$ cat src/rtl/flash_host_pkg.sv
// Constants shared by the flash bus controller.
package flash_host_pkg;
   localparam int CLK_PERIOD_NS = 100;
   // Least low time of the power-down/reset pulse.
   localparam int PD_LOW_NS = 100;
   localparam int PD_LOW_CYC = (PD_LOW_NS + CLK_PERIOD_NS - 1) / CLK_PERIOD_NS;
   // Wake-up delays; no figure is given, so these are plain defaults.
   localparam int WAKE_OUT_NS = 1000;
   localparam int WAKE_OUT_CYC = (WAKE_OUT_NS + CLK_PERIOD_NS - 1) / CLK_PERIOD_NS;
   localparam int WAKE_WR_NS = 1000;
   localparam int WAKE_WR_CYC = (WAKE_WR_NS + CLK_PERIOD_NS - 1) / CLK_PERIOD_NS;
   // Bus cycle phase lengths in clock cycles.
   localparam int SETUP_CYC = 1;
   localparam int STROBE_CYC = 2;
   localparam int HOLD_CYC = 1;
   localparam logic [7:0] CNT_W = 8'h08;
   // Memory map: sixteen 64K-byte blocks.
   localparam logic [19:0] BLOCK_SIZE = 20'h10000;
   localparam int BLOCK_SHIFT = 16;
   localparam logic [19:0] TOP_BLOCK_BASE = 20'hF0000;
   // Controller registers.
   localparam logic [3:0] REG_ADDR = 4'h0;
   localparam logic [3:0] REG_WDATA = 4'h1;
   localparam logic [3:0] REG_CMD = 4'h2;
   localparam logic [3:0] REG_STATUS = 4'h3;
   localparam logic [3:0] REG_RDATA = 4'h4;
   // Command register codes.
   localparam logic [1:0] CMD_READ = 2'h1;
   localparam logic [1:0] CMD_WRITE = 2'h2;
   localparam logic [1:0] CMD_RESET = 2'h3;
   // Status bits.
   localparam int ST_BUSY = 0;
   localparam int ST_READY = 1;
   localparam int ST_WAKE_OK = 2;
   localparam int ST_WR_OK = 3;
   localparam int ST_REJECT = 4;
   localparam logic [7:0] STATUS_RESET = 8'h00;
   typedef enum logic [2:0] {
      S_IDLE, S_SETUP, S_STROBE, S_HOLD, S_RESET_LOW
   } host_state_t;
endpackage

$ cat src/rtl/flash_bus_mode_control.sv
// Host-side controller driving an 8-bit asynchronous flash memory through its pins.
// Summary of operation
// RL1 - Flash enters array read after power-up or wake without a command.
// RL2 - Status and identifier reads work at any program supply level.
// RL3 - Flash refuses alterations while program supply is at lockout level.
// RL4 - Alterations need two writes; software issues both writes in sequence.
// RL5 - Flash disables writes at low core supply or reset pin low.
// RL6 - Flash lock bits gate erase and byte write per block.
// RL7 - Sixteen 64K-byte blocks; block n starts at n times 0x10000.
// RL8 - Read: select and output gate low, write strobe high, reset high.
// RL9 - Output gate high floats the flash data pins.
// RL10 - Chip select high gives standby with data pins floating.
// RL11 - Deselecting the flash does not stop a running alteration.
// RL12 - Reset pin low starts deep power-down.
// RL13 - Controller holds reset pin low at least 100 ns.
// RL14 - Wake resets command interface to array read, status 80H.
// RL15 - Controller flags read data captured before the wake-to-output delay passes.
// RL16 - Reset low aborts an alteration; ready/busy stays low until done.
// RL17 - Controller waits the wake-to-write delay before writing a command.
// RL18 - The reset pin follows the controller's own system reset.
// RL19 - Identifier reads return maker, device and lock configuration codes.
// RL20 - Software supplies an address inside the target block or device.
// RL21 - Writes latch on the first rising edge of strobe or select.
// RL22 - Ready/busy low while the flash runs an internal operation.
// RL23 - Unlock high voltage on reset pin overrides block lock bits.
// RL24 - Controller never drives output gate and write strobe low together.
// RL25 - Controller refuses new writes while ready/busy shows busy.
module flash_bus_mode_control
   import flash_host_pkg::*;
(
   // Clock and reset.
   input wire logic clk_in,
   input wire logic rst_n_in,
   // Register port.
   input wire logic [3:0] reg_addr_in,
   input wire logic [31:0] reg_wdata_in,
   input wire logic reg_wr_in,
   input wire logic reg_rd_in,
   output logic [31:0] reg_rdata_out,
   // Flash pins.
   output logic [19:0] flash_addr_out,
   output logic chip_select_n_out,
   output logic output_gate_n_out,
   output logic write_strobe_n_out,
   output logic powerdown_reset_n_out,
   input wire logic [7:0] data_pins_in,
   output logic [7:0] data_pins_out,
   output logic data_pins_oe_n_out,
   input wire logic ready_busy_n_in
);

   host_state_t state_ff;
   logic [7:0] cnt_ff;
   logic is_read_ff;
   logic [19:0] addr_ff;
   logic [7:0] wdata_ff;
   logic [7:0] rdata_ff;
   logic reject_ff;
   logic [7:0] wake_out_ff;
   logic [7:0] wake_wr_ff;
   logic [1:0] rb_sync_ff;
   logic [7:0] dq_s1_ff;
   logic [7:0] dq_s2_ff;
   logic ready_s;
   logic wake_out_ok;
   logic wake_wr_ok;
   logic [1:0] cmd;
   logic go_rd;
   logic go_wr;
   logic go_rst;
   logic capture;
   logic wr_refused;

   function automatic logic [7:0] cyc8(input int n);
      cyc8 = 8'(n - 1);
   endfunction

   // True while a bus cycle holds the flash selected.
   function automatic logic in_cycle(input host_state_t s);
      in_cycle = (s == S_SETUP) || (s == S_STROBE) || (s == S_HOLD);
   endfunction

   assign ready_s = rb_sync_ff[1];
   assign wake_out_ok = (wake_out_ff == 8'h00);
   assign wake_wr_ok = (wake_wr_ff == 8'h00);
   assign cmd = reg_wdata_in[1:0];
   assign go_rd = reg_wr_in && reg_addr_in == REG_CMD && cmd == CMD_READ && state_ff == S_IDLE;
   // Writes wait for wake-to-write delay and an idle flash.
   assign go_wr = reg_wr_in && reg_addr_in == REG_CMD && cmd == CMD_WRITE && state_ff == S_IDLE
                  && wake_wr_ok && ready_s; // RL17 RL25
   assign go_rst = reg_wr_in && reg_addr_in == REG_CMD && cmd == CMD_RESET && state_ff == S_IDLE;
   assign capture = state_ff == S_STROBE && is_read_ff && cnt_ff == 8'h00;
   assign wr_refused = reg_wr_in && reg_addr_in == REG_CMD && cmd == CMD_WRITE && !go_wr;

   // Ready/busy crosses two flip-flops since the flash drives it freely.
   always_ff @(posedge clk_in) begin
      if (!rst_n_in) begin
         rb_sync_ff <= 2'b00;
      end else begin
         rb_sync_ff <= {rb_sync_ff[0], ready_busy_n_in}; // RL22
      end
   end

   // Data pins cross two flip-flops; the long read strobe covers that delay.
   always_ff @(posedge clk_in) begin
      if (!rst_n_in) begin
         dq_s1_ff <= 8'h00;
         dq_s2_ff <= 8'h00;
      end else begin
         dq_s1_ff <= data_pins_in;
         dq_s2_ff <= dq_s1_ff;
      end
   end

   // Address staging; ignored while a cycle runs so the pins stay steady.
   always_ff @(posedge clk_in) begin
      if (!rst_n_in) begin
         addr_ff <= 20'h00000;
      end else if (reg_wr_in && reg_addr_in == REG_ADDR && state_ff == S_IDLE) begin
         addr_ff <= reg_wdata_in[19:0]; // RL20 RL7
      end
   end

   // Write data staging; only the low byte reaches the data pins.
   always_ff @(posedge clk_in) begin
      if (!rst_n_in) begin
         wdata_ff <= 8'h00;
      end else if (reg_wr_in && reg_addr_in == REG_WDATA && state_ff == S_IDLE) begin
         wdata_ff <= reg_wdata_in[7:0];
      end
   end

   // Sequencer for read, write and reset pulse cycles.
   always_ff @(posedge clk_in) begin
      if (!rst_n_in) begin
         state_ff <= S_RESET_LOW;
         cnt_ff <= cyc8(PD_LOW_CYC);
         is_read_ff <= 1'b0;
      end else begin
         case (state_ff)
            S_IDLE: begin
               if (go_rd || go_wr) begin
                  state_ff <= S_SETUP;
                  cnt_ff <= cyc8(SETUP_CYC);
                  is_read_ff <= go_rd;
               end else if (go_rst) begin
                  state_ff <= S_RESET_LOW;
                  cnt_ff <= cyc8(PD_LOW_CYC); // RL13
               end
            end
            S_SETUP: begin
               if (cnt_ff == 8'h00) begin
                  state_ff <= S_STROBE;
                  cnt_ff <= cyc8(STROBE_CYC) + (is_read_ff ? CNT_W : 8'h00);
               end else begin
                  cnt_ff <= cnt_ff - 8'h01;
               end
            end
            S_STROBE: begin
               if (cnt_ff == 8'h00) begin
                  state_ff <= S_HOLD;
                  cnt_ff <= cyc8(HOLD_CYC);
               end else begin
                  cnt_ff <= cnt_ff - 8'h01;
               end
            end
            S_HOLD: begin
               if (cnt_ff == 8'h00) begin
                  state_ff <= S_IDLE;
               end else begin
                  cnt_ff <= cnt_ff - 8'h01;
               end
            end
            S_RESET_LOW: begin
               if (cnt_ff == 8'h00) begin
                  state_ff <= S_IDLE;
               end else begin
                  cnt_ff <= cnt_ff - 8'h01;
               end
            end
            default: begin
               state_ff <= S_IDLE;
            end
         endcase
      end
   end

   // Wake-to-output timer restarts on every release of the reset pin.
   always_ff @(posedge clk_in) begin
      if (!rst_n_in || state_ff == S_RESET_LOW) begin
         wake_out_ff <= cyc8(WAKE_OUT_CYC) + 8'h01;
      end else if (!wake_out_ok) begin
         wake_out_ff <= wake_out_ff - 8'h01; // RL15
      end
   end

   // Wake-to-write timer; the setup cycles add margin beyond the delay.
   always_ff @(posedge clk_in) begin
      if (!rst_n_in || state_ff == S_RESET_LOW) begin
         wake_wr_ff <= cyc8(WAKE_WR_CYC) + 8'h01;
      end else if (!wake_wr_ok) begin
         wake_wr_ff <= wake_wr_ff - 8'h01; // RL17
      end
   end

   // Reset pin follows the system reset and the reset pulse.
   always_ff @(posedge clk_in) begin
      if (!rst_n_in) begin
         powerdown_reset_n_out <= 1'b0; // RL18
      end else begin
         powerdown_reset_n_out <= !(state_ff == S_RESET_LOW); // RL12 RL13 RL16
      end
   end

   // Address and write data are presented from the staging registers.
   always_ff @(posedge clk_in) begin
      if (!rst_n_in) begin
         flash_addr_out <= 20'h00000;
         data_pins_out <= 8'h00;
      end else begin
         flash_addr_out <= addr_ff; // RL20
         data_pins_out <= wdata_ff;
      end
   end

   // Chip select spans setup, strobe and hold of every cycle.
   always_ff @(posedge clk_in) begin
      if (!rst_n_in) begin
         chip_select_n_out <= 1'b1;
      end else begin
         chip_select_n_out <= !in_cycle(state_ff); // RL10
      end
   end

   // Output gate opens only in the strobe phase of a read.
   always_ff @(posedge clk_in) begin
      if (!rst_n_in) begin
         output_gate_n_out <= 1'b1;
      end else begin
         output_gate_n_out <= !(is_read_ff && state_ff == S_STROBE); // RL8 RL24
      end
   end

   // Strobe rises one hold cycle before select so it latches first.
   always_ff @(posedge clk_in) begin
      if (!rst_n_in) begin
         write_strobe_n_out <= 1'b1;
      end else begin
         write_strobe_n_out <= !(!is_read_ff && state_ff == S_STROBE); // RL21 RL4 RL24
      end
   end

   // The bus stays released during reads so the flash may drive it.
   always_ff @(posedge clk_in) begin
      if (!rst_n_in) begin
         data_pins_oe_n_out <= 1'b1;
      end else begin
         data_pins_oe_n_out <= !(!is_read_ff && in_cycle(state_ff)); // RL9
      end
   end

   // Read capture at the end of the strobe.
   always_ff @(posedge clk_in) begin
      if (!rst_n_in) begin
         rdata_ff <= 8'h00;
      end else if (capture) begin
         rdata_ff <= dq_s2_ff; // RL2
      end
   end

   // Reject flag: a read before the wake delay or a refused write sets it.
   always_ff @(posedge clk_in) begin
      if (!rst_n_in) begin
         reject_ff <= 1'b0;
      end else if (capture) begin
         reject_ff <= !wake_out_ok; // RL15
      end else if (wr_refused) begin
         reject_ff <= 1'b1; // RL25
      end else if (go_rd || go_wr) begin
         reject_ff <= 1'b0;
      end
   end

   // Register read port.
   always_ff @(posedge clk_in) begin
      if (!rst_n_in) begin
         reg_rdata_out <= 32'h00000000;
      end else if (reg_rd_in) begin
         case (reg_addr_in)
            REG_ADDR: reg_rdata_out <= {12'h000, addr_ff};
            REG_WDATA: reg_rdata_out <= {24'h000000, wdata_ff};
            REG_RDATA: reg_rdata_out <= {24'h000000, rdata_ff};
            REG_STATUS: begin
               reg_rdata_out <= {27'h0000000, reject_ff, wake_wr_ok, wake_out_ok, ready_s,
                                 state_ff != S_IDLE};
            end
            default: reg_rdata_out <= 32'h00000000;
         endcase
      end else begin
         reg_rdata_out <= 32'h00000000;
      end
   end

endmodule // flash_bus_mode_control

$ cat config.mk
export PLATFORM = sky130hd
export DESIGN_NAME = flash_bus_mode_control
export DESIGN_NICKNAME = d
export VERILOG_FILES = /design/src/rtl/flash_host_pkg.sv /design/src/rtl/flash_bus_mode_control.sv
export SDC_FILE = /design/constraint.sdc
export NUM_CORES = 1
export LEC_CHECK = 0
export BUFFER_PORTS_ARGS = -buffer_cell sky130_fd_sc_hd__clkbuf_2
export CORE_UTILIZATION = 55
export DETAILED_ROUTE_END_ITERATION = 10
export PLACE_DENSITY_LB_ADDON = 0.1
export SLEW_MARGIN = 10
export SYNTH_ARGS = -nofsm -noshare
export SYNTH_HDL_FRONTEND = slang
export SYNTH_SLANG_ARGS = --single-unit
$ cat constraint.sdc
create_clock -name clk_in -period 3.5 [get_ports clk_in]
set_input_delay 0.35 -clock clk_in [delete_from_list [all_inputs] [get_ports clk_in]]
set_output_delay 0.35 -clock clk_in [all_outputs]
set_load 0.005 [all_outputs]
Yosys cells after proc, flatten, opt, wreduce, memory -nomap -nowiden
Cells that the tools add are included.
{ "word_totals": {"register_bits": 148} }
{ "op_classes": {"n_addsub": 4, "eq_ne": 16, "n_mux": 17, "n_reduce_logical": 44} }
{ "ops": {"columns": ["operator", "n"], "rows": [
  ["case mux 20 bit (4 select lines)", 1],
  ["2-to-1 mux 8 bit", 5],
  ["case mux 8 bit (4 select lines)", 1],
  ["logical NOT 8 bit", 3],
  ["subtractor 8 x 1 -> 8 bit, second input constant", 3],
  ["logical AND 1 bit", 18],
  ["2-to-1 mux 3 bit", 5],
  ["case mux 3 bit (4 select lines)", 1],
  ["logical NOT 1 bit", 9],
  ["== test 4 x 2 -> 1 bit, second input constant", 2],
  ["== test 3 x 2 -> 1 bit, second input constant", 2],
  ["inequality test 2 bit, second input constant", 3],
  ["nonzero test 3 bit", 2],
  ["adder 1 x 4 -> 5 bit, first input constant", 1],
  ["== test 2 bit, second input constant", 2],
  ["== test 4 x 1 -> 1 bit, second input constant", 1],
  ["== test 4 x 3 -> 1 bit, second input constant", 1],
  ["logical NOT 4 bit", 1],
  ["logical OR 1 bit", 4],
  ["2-to-1 mux 4 bit", 1],
  ["AND reduction 2 bit", 2],
  ["AND reduction 4 bit", 1],
  ["nonzero test 4 bit", 1],
  ["== test 3 x 1 -> 1 bit, second input constant", 1],
  ["8 further kinds", 10]
]} }

Logic depth before layout (Yosys ltp)
Gate-level depths: netlist (run 1).
{ "logic_depth": {"depth_word": 10, "mapped_depth": 9, "depth_no_buf": 7} }

Worst setup path before layout (run 1)
Ideal clock, no wire load.
{ "synth_timing": {"path_type": "register -> register", "start": "reg cnt_ff[0]", "end": "reg cnt_ff[0]", "setup_time_ps": 136, "arrival_time_ps": 1740, "t_required_ps": 3364, "slack_ps": 1625, "stages_incl_launch_ff": 9, "path_buffers": 1, "synth_period_minus_slack_ps": 1875, "path_cell_list": "dfxtp_1 inv_1 ha_1 nor4b_2 and2_1 buf_4 mux2_2 a211oi_1 a211oi_2"} }
{ "synth_between": {"elab_chain_cells": 3, "word_cells_on_any_way": 8, "classes_between": "1 x add/sub; 1 x eq/ne; 4 x mux; 2 x reduce/logical"} }
{ "synth_rtl": {"columns": ["element", "line_no", "source"], "rows": [
  ["start: declaration", "flash_bus_mode_control.sv:53", "logic [7:0] cnt_ff;"],
  ["start signal: assignment", "flash_bus_mode_control.sv:137", "cnt_ff <= cyc8(PD_LOW_CYC);"],
  ["start signal: assignment", "flash_bus_mode_control.sv:144", "cnt_ff <= cyc8(SETUP_CYC);"],
  ["start signal: assignment", "flash_bus_mode_control.sv:148", "cnt_ff <= cyc8(PD_LOW_CYC);"],
  ["subtractor 8 x 1 -> 8 bit or logical NOT 8 bit (tied branches)", null, null],
  ["2-to-1 mux 8 bit (tied with other cells)", "flash_bus_mode_control.sv:168, flash_bus_mode_control.sv:175", null],
  ["case mux 8 bit (4 select lines) or AND reduction 3 bit (tied branches)", null, null]
]} }
Several ways; a longest one is shown, not always the timed one. The select of a mux whose other input is x is not followed.
A chain may end at the register's enable or synchronous reset.

Final worst setup path (run 1)
{ "layout_timing": {"start": "reg cnt_ff[0]", "end": "reg rdata_ff[6]"} }
{ "layout_between": {"elab_chain_cells": 2} }
{ "layout_rtl": {"columns": ["element", "line_no", "source"], "rows": [
  ["logical NOT 8 bit", "flash_bus_mode_control.sv:92", "assign capture = state_ff == S_STROBE && is_read_ff && cnt_ff == 8'h00;"],
  ["logical AND 1 bit", "flash_bus_mode_control.sv:92", null],
  ["end signal: assignment", "flash_bus_mode_control.sv:267", "rdata_ff <= dq_s2_ff;"],
  ["end: declaration", "flash_bus_mode_control.sv:57", "logic [7:0] rdata_ff;"]
]} }
No other way between the ends.

==> summary.txt, run 1 <==
Status -> finished, final reports clean
Residual DRC count -> 0
Comb power frac -> 21.4%
Initial antenna violation count -> 0
Hold Crit Class -> in -> reg
Worst setup EP type -> flip-flop
Layout Nets -> 668
Flop pwr share -> 41.9%
Pre-CTS WS -> 1160 ps
Switching pwr -> 1.29 mW
# hold bufs at CTS -> 0
Largest net degree at the start of global routing -> 47
FF-to-FF Start -> cnt_ff[0]
CTS tree -> done
Distinct cells, synth -> 53
F_max -> 420 MHz
Max Cap Viol -> 0
Final Max Slew Viols -> 0
Share of layout cells above drive strength 1 -> 24.5%
RSZ-0062 raised after global routing -> false
Final Skew -> 6.84 ps
CP max FO -> 10
Core box area -> 8890 um2
Hold endpoint -> dq_s1_ff[4]
Yosys reg bits -> 136
WL/cell -> 13.7 um
Row count -> 34
Clk buf depth -> 2
Setup Crit Path Kind -> reg -> reg
Drt via density -> 5.22
Dpl hpwl -> 6.86 mm
Starting DRT DRC Count -> 139
GRT Util Overall -> 21.6%
Cts repair resizes -> 0
Filler cell count -> 701
Die ar. -> 9730 um2
Clk pwr share -> 36.6%
Syn_area_per_cell -> 9.76 um2
Ys flop type -> dfxtp_1
Hold depth -> 2
Reg clk slew, reported paths -> 60 ps
Leakage power -> 2.61 nW
Worst EP required -> 3860 ps
Area delta synth->final -> 19.0%
Slew HR -> 28.8%
I/O pin total -> 114
Int Power -> 2.95 mW
Setup bufs post-CTS -> 0
Setup violators final -> 0
H-tree depth -> 4
GRT Max-Usage Layer -> met2
Final Hold Viols -> 0
Post-synthesis sequential area ratio -> 53.0%
Critical hold path startpoint -> data_pins_in[4]
First-pass GRT wire length -> 16.4 mm
Most common cell after layout, fill and taps aside -> dfxtp_1
GR Util met1 -> 28.8%
GR Util met3 -> 6.88%
Grt ovf -> 0
Sw Share -> 30.4%
Antenna-violating nets left -> 0
Vias in the first global route -> 3,430
R2r setup slk -> 1120 ps
Met2 usage -> 34.1%
Arr. time, crit path -> 2740 ps
Min cycle time layout -> 2380 ps
Root Driver -> clkbuf_8
Initial Utilization -> 57.8%
Startpoint type of the worst setup path -> flip-flop
Worst slew pin tran -> 1060 ps
Fin Setup TNS -> 0 ps
DIE WIDTH -> 98.6 um
Ant diodes -> 0
Area of the mapped netlist -> 5140 um2
Post-Route WL -> 10.0 mm
Commonest cells after routing, fill and taps aside -> dfxtp_1 (136), clkbuf_2 (89), nand2_1 (64)
Maximum vdd drop -> 0.343 mV
Clock latency on the worst-skew pair -> 500 ps
Worst reg-to-reg path cell count -> 7
Routability cong. -> 0.838
Reg2Reg Capture Point -> rdata_ff[6]
Pwr/cell area -> 693 nW/um2
Multi-input logic area -> 2210 um2
Share of flip-flops with an asynchronous set or reset -> 0%
Yosys Warn Count -> 0
FF/Latch Area -> 2720 um2
DRT Pass-1 Iters -> 4
Die height -> 98.6 um
Final worst setup slack -> 1120 ps
Cells after synthesis -> 526
CTS Buf Count -> 17
Period Utilization, post-route -> 68.1%
Number of flops mapped to enable cells by yosys -> 0
Vias -> 3,824
Buffers on Ports -> 89
# clock sinks -> 136
==> worst max-delay path: stages (launching register included) <==
cell,delay [ps]
dfxtp_1,360
inv_1,100
ha_1,140
nor4b_2,320
and2_1,340
nand4_1,570
mux2i_1,360
nor2_1,60
==> synthesized netlist by cell type (3+ instances only) <==
cell type / count / share of area (%)
xnor2_1: 10 / 1.7
nor3b_1: 3 / 0.44
and2_1: 63 / 7.7
buf_2: 5 / 0.49
nand2b_1: 4 / 0.49
a31oi_1: 3 / 0.37
xor2_1: 4 / 0.68
nand4_1: 6 / 0.73
inv_1: 11 / 0.80
inv_2: 3 / 0.22
mux2_2: 9 / 2.0
nand4b_1: 3 / 0.51
a22oi_1: 7 / 1.0
nand2_1: 64 / 4.7
o21a_1: 4 / 0.58
nor2_1: 45 / 3.3
o21ai_1: 4 / 0.39
o21ai_0: 5 / 0.49
a21oi_1: 35 / 3.4
dfxtp_1: 136 / 53
a211oi_2: 4 / 0.97
mux2i_1: 17 / 3.3
clkbuf_1: 15 / 1.1
nor4_1: 3 / 0.37
buf_4: 13 / 1.9
ha_1: 6 / 1.5
nand3_1: 4 / 0.39
nor3_1: 6 / 0.58
==> registers in the layout (all words and copies together) (netlist names) <==
signal	count
reject_ff	1
write_strobe_n_out	1
reg_rdata_out	20
state_ff	3
data_pins_oe_n_out	1
is_read_ff	1
data_pins_out	8
dq_s1_ff	8
flash_addr_out	20
addr_ff	20
rb_sync_ff	2
cnt_ff	8
output_gate_n_out	1
dq_s2_ff	8
rdata_ff	8
chip_select_n_out	1
wake_wr_ff	8
powerdown_reset_n_out	1
wdata_ff	8
wake_out_ff	8
==> per-stage QoR <==
step / power (mW) / instance area (um2) / utilization (%) / instances / hold slack, ps
after floorplan: 2.55 / 5180 / - / 537 / 401
after global placement: 2.67 / 5580 / 62.8 / 702 / 420
after detailed placement: 2.70 / 5580 / 62.8 / 702 / 418
after CTS: 4.26 / 6110 / 68.7 / 733 / 30.0
after global routing: 4.45 / 6110 / 68.7 / 733 / 23.0
final: 4.23 / 6110 / 68.7 / 733 / 48.6
==> logic make-up after synthesis <==
family / after synthesis / synth area share, %
muxes: 26 / 5.29
adders and majority gates: 6 / 1.46
AOI/OAI and AO/OA: 73 / 9.65
DFF: 136 / 53.0
other: 1 / 0.0730
buffers and inverters: 48 / 4.73
xor gates and xnor gates: 14 / 2.39
and+or+nand+nor: 222 / 23.4
==> cell type report <==
class	count	share of cell area [%]
clock buffers	21	7.51
well taps	108	2.21
flip-flops and latches	136	44.5
inverters	14	0.860
clock inverters	10	1.15
multi-input cells	353	36.2
repair buffers	91	7.53
==> how the worst max path moves through the flow <==
stage,from,endpoint,slack (ps),cells past startpoint
4_1_cts,cnt_ff[0],rdata_ff[6],1090,7
5_1_grt,cnt_ff[0],rdata_ff[1],900,7
3_5_place_dp,cnt_ff[0],rdata_ff[1],1160,7
2_1_floorplan,cnt_ff[0],cnt_ff[0],1620,8
3_3_place_gp,cnt_ff[0],rdata_ff[3],1200,7
6_report,cnt_ff[0],rdata_ff[6],1120,7
==> power by group through the flow <==
stage / clock network (mW) / registers (mW) / logic, mW
finish: 1.55 / 1.77 / 0.907
global route: 1.66 / 1.79 / 1.01
CTS: 1.58 / 1.77 / 0.911
detailed placement: 0 / 1.80 / 0.902
global placement: 0 / 1.80 / 0.871
floorplan: 0 / 1.76 / 0.792
==> layer usage <==
layer / wire length, um / vias up
li1: - / 1924
met1: 4750 / 1763
met2: 4640 / 131
met3: 596 / 6
met4: 51 / 0
met5: 0 / -
Note: power is estimated with default switching activity, not from simulation.
==> run 2, diff against run 1 <==
--- a/config.mk
+++ b/config.mk
@@ -5,8 +5,9 @@
 export SDC_FILE = /design/constraint.sdc
 export NUM_CORES = 1
 export LEC_CHECK = 0
+export ABC_AREA = 1
 export BUFFER_PORTS_ARGS = -buffer_cell sky130_fd_sc_hd__clkbuf_2
-export CORE_UTILIZATION = 55
+export CORE_UTILIZATION = 48
 export DETAILED_ROUTE_END_ITERATION = 10
 export PLACE_DENSITY_LB_ADDON = 0.1
 export SLEW_MARGIN = 10
==> constraint.sdc (replaced) <==
create_clock -name clk_in -period 2.05 [get_ports clk_in]
set_input_delay 0.205 -clock clk_in [delete_from_list [all_inputs] [get_ports clk_in]]
set_output_delay 0.205 -clock clk_in [all_outputs]
set_load 0.005 [all_outputs]
==> run 2 against run 1 <==
  * Largest power group is now the clock network
  * Die area rose by 16%
  * Combinational power rose by 60%
  * Largest cell class unchanged
  * Utilization fell by 5.1 points
==> summary.txt, run 2 <==
CTS tree -> done
Area of the mapped netlist -> 5220 um2
Yosys reg bits -> 136
DRT Pass-1 Iters -> 4
Worst EP required -> 2490 ps
Count leader, synth -> nand2_1
Layout Nets -> 859
Worst slew pin tran -> 647 ps
Grt ovf -> 0
Antenna-violating nets left -> 0
Core box area -> 10,400 um2
Final Skew -> 12.3 ps
Met1 WL -> 5.21 mm
CP max FO -> 12
Post-Route WL -> 10.9 mm
Hold Crit Class -> in -> reg
Initial antenna violation count -> 0
Area delta synth->final -> 27.0%
Syn_area_per_cell -> 7.69 um2
Drt via density -> 4.64
Residual DRC count -> 0
WL/cell -> 11.5 um
Pwr/cell area -> 1120 nW/um2
Worst setup EP type -> flip-flop
Final Hold Viols -> 0
Yosys Warn Count -> 0
Hold depth -> 3
Commonest cells after routing, fill and taps aside -> nand2_1 (143), dfxtp_1 (136), inv_1 (123)
Worst reg-to-reg path cell count -> 8
Clock latency on the worst-skew pair -> 520 ps
Die ar. -> 11,300 um2
Status -> finished, final reports clean
RSZ-0062 raised after global routing -> false
Cells after synthesis -> 679
Distinct cells, synth -> 34
Clk buf depth -> 2
Synth area leaders -> dfxtp_1 (52%), nand2_1 (10%), inv_1 (8.8%), nor2_1 (5.5%), a21oi_1 (3.5%)
Post-Synth XOR/XNOR Area -> 1.84%
Post-synthesis mux area share -> 0%
Startpoint type of the worst setup path -> flip-flop
Main combinational cell family by area after synthesis -> simple AND/OR/NAND/NOR gates
Min cycle time layout -> 1730 ps
Routed met3 length -> 473 um
Arr. time, crit path -> 2170 ps
Vias in the first global route -> 4,048
Setup bufs post-CTS -> 0
Dpl hpwl -> 7.51 mm
Leakage power -> 3.39 nW
Routability cong. -> 0.844
Initial Utilization -> 50.1%
Share of flip-flops with an asynchronous set or reset -> 0%
Die height -> 106 um
R2r setup slk -> 320 ps
Slew HR -> 56.8%
Fin Setup TNS -> 0 ps
Most common cell after layout, fill and taps aside -> nand2_1
# clock sinks -> 136
Yosys top cell by area -> dfxtp_1
Top Registers -> addr_ff (20), flash_addr_out (20), reg_rdata_out (20)
FF-to-FF Start -> cnt_ff[0]
Setup violators final -> 0
Post-synthesis sequential area ratio -> 52.1%
Starting DRT DRC Count -> 244
Share of layout cells above drive strength 1 -> 17.3%
Period Utilization, post-route -> 84.6%
CTS Buf Count -> 17
I/O pin total -> 114
Compound-Gate Fraction of Synth Area -> 9.89%
Final Max Slew Viols -> 0
F_max -> 577 MHz
H-tree depth -> 4
Largest net degree at the start of global routing -> 38
Metal2 WL -> 5.09 mm
Maximum vdd drop -> 0.462 mV
First-pass GRT wire length -> 18.5 mm
Ant diodes -> 0
Crit path from -> cnt_ff[0]
Setup Crit Path Kind -> reg -> reg
Adder-cell share of the synthesized area -> 1.44%
Simple-gate share of the synthesized area -> 22.1%
Yosys top cell area share -> 52.1%
GRT Util Overall -> 20.8%
Final core occ -> 63.7%
Buffers on Ports -> 89
Number of flops mapped to enable cells by yosys -> 0
Vias -> 4,426
Ys flop type -> dfxtp_1
Max Cap Viol -> 0
Reg2Reg Capture Point -> reject_ff
Reg clk slew, reported paths -> 60 ps
Top cells by count, synth -> nand2_1 (143), dfxtp_1 (136), inv_1 (123)
Row count -> 37
DIE WIDTH -> 106 um
Root Driver -> clkbuf_8
Max Used Layer -> met4
CP Capture Point -> reject_ff
[run 2: cell types whose count changed in the layout (fill, tap and decap cells not counted), sizes merged, moves of 9 or more]
cell	before	now
mux2	9	0
nor2	45	81
inv	16	131
o21ai	9	46
nand2	64	147
and2	63	1
nand3	5	32
dlygate4sd3	0	29
mux2i	17	0
[run 2: report_power, final]
part | leakage, nW | internal (mW) | switching (mW) | total, mW
clock | 0.286 | 1.90 | 1.14 | 3.04
combinational | 2.00 | 0.532 | 0.922 | 1.45
sequential | 1.10 | 2.80 | 0.111 | 2.92
[run 2: worst min-delay path by stage]
stage / end / start / slack [ps]
finish: addr_ff[19] / rst_n_in / 50
global route: addr_ff[19] / rst_n_in / 70
CTS: addr_ff[19] / rst_n_in / 30
detailed placement: dq_s1_ff[2] / data_pins_in[2] / 390
global placement: rb_sync_ff[0] / ready_busy_n_in / 400
floorplan: dq_s1_ff[0] / data_pins_in[0] / 300
[run 2: cells by family (layout without fill, tap and decap cells)]
| group | count (synthesis) | count (layout) |
|---|---|---|
| compound gates | 94 | 94 |
| xor+xnor | 11 | 11 |
| fa+ha+maj | 6 | 6 |
| buf+inv | 155 | 282 |
| flops | 136 | 136 |
| other cells | 1 | 12 |
| simple gates | 276 | 276 |
[run 2: layout make-up]
cell class / instances / area, um2
Fill cell: 940 / 3780
Inverter: 126 / 473
Timing Repair Buffer: 124 / 781
Tap cell: 136 / 170
Multi-Input combinational cell: 399 / 1890
Clock buffer: 19 / 432
Sequential cell: 136 / 2720
Clock inverter: 13 / 166
[run 2: layer usage]
metal  vias to the layer above  GRT usage (%)
met4                         0           8.53
met2                       115           34.2
met3                        14           4.72
li1                       2315              -
met5                         -              0
met1                      1982           26.2
[run 2: worst max-delay path, cell delays in order, from the launching register on]
cell     delay (ps)
dfxtp_1         310
inv_1           170
ha_1            180
nand3_1          90
nor2_1          190
nand2_1         260
inv_1           260
a21oi_1          60
a21oi_1         140
[run 2: through the flow]
step | hold WS, ps | power [mW] | std cells | instance area (um2) | setup WS (ps)
2_1_floorplan | 303 | 4.06 | 690 | 5260 | 671
3_3_place_gp | 398 | 4.33 | 892 | 5750 | 402
3_5_place_dp | 395 | 4.36 | 892 | 5750 | 334
4_1_cts | 29.3 | 7.48 | 953 | 6630 | 307
5_1_grt | 74.5 | 7.83 | 953 | 6630 | 89.1
6_report | 50.9 | 7.41 | 953 | 6630 | 316
[run 2: timing repair]
item,in CTS,in global routing
hold buffers,29,0
resized for setup,0,0
hold endpoints to repair,37,0
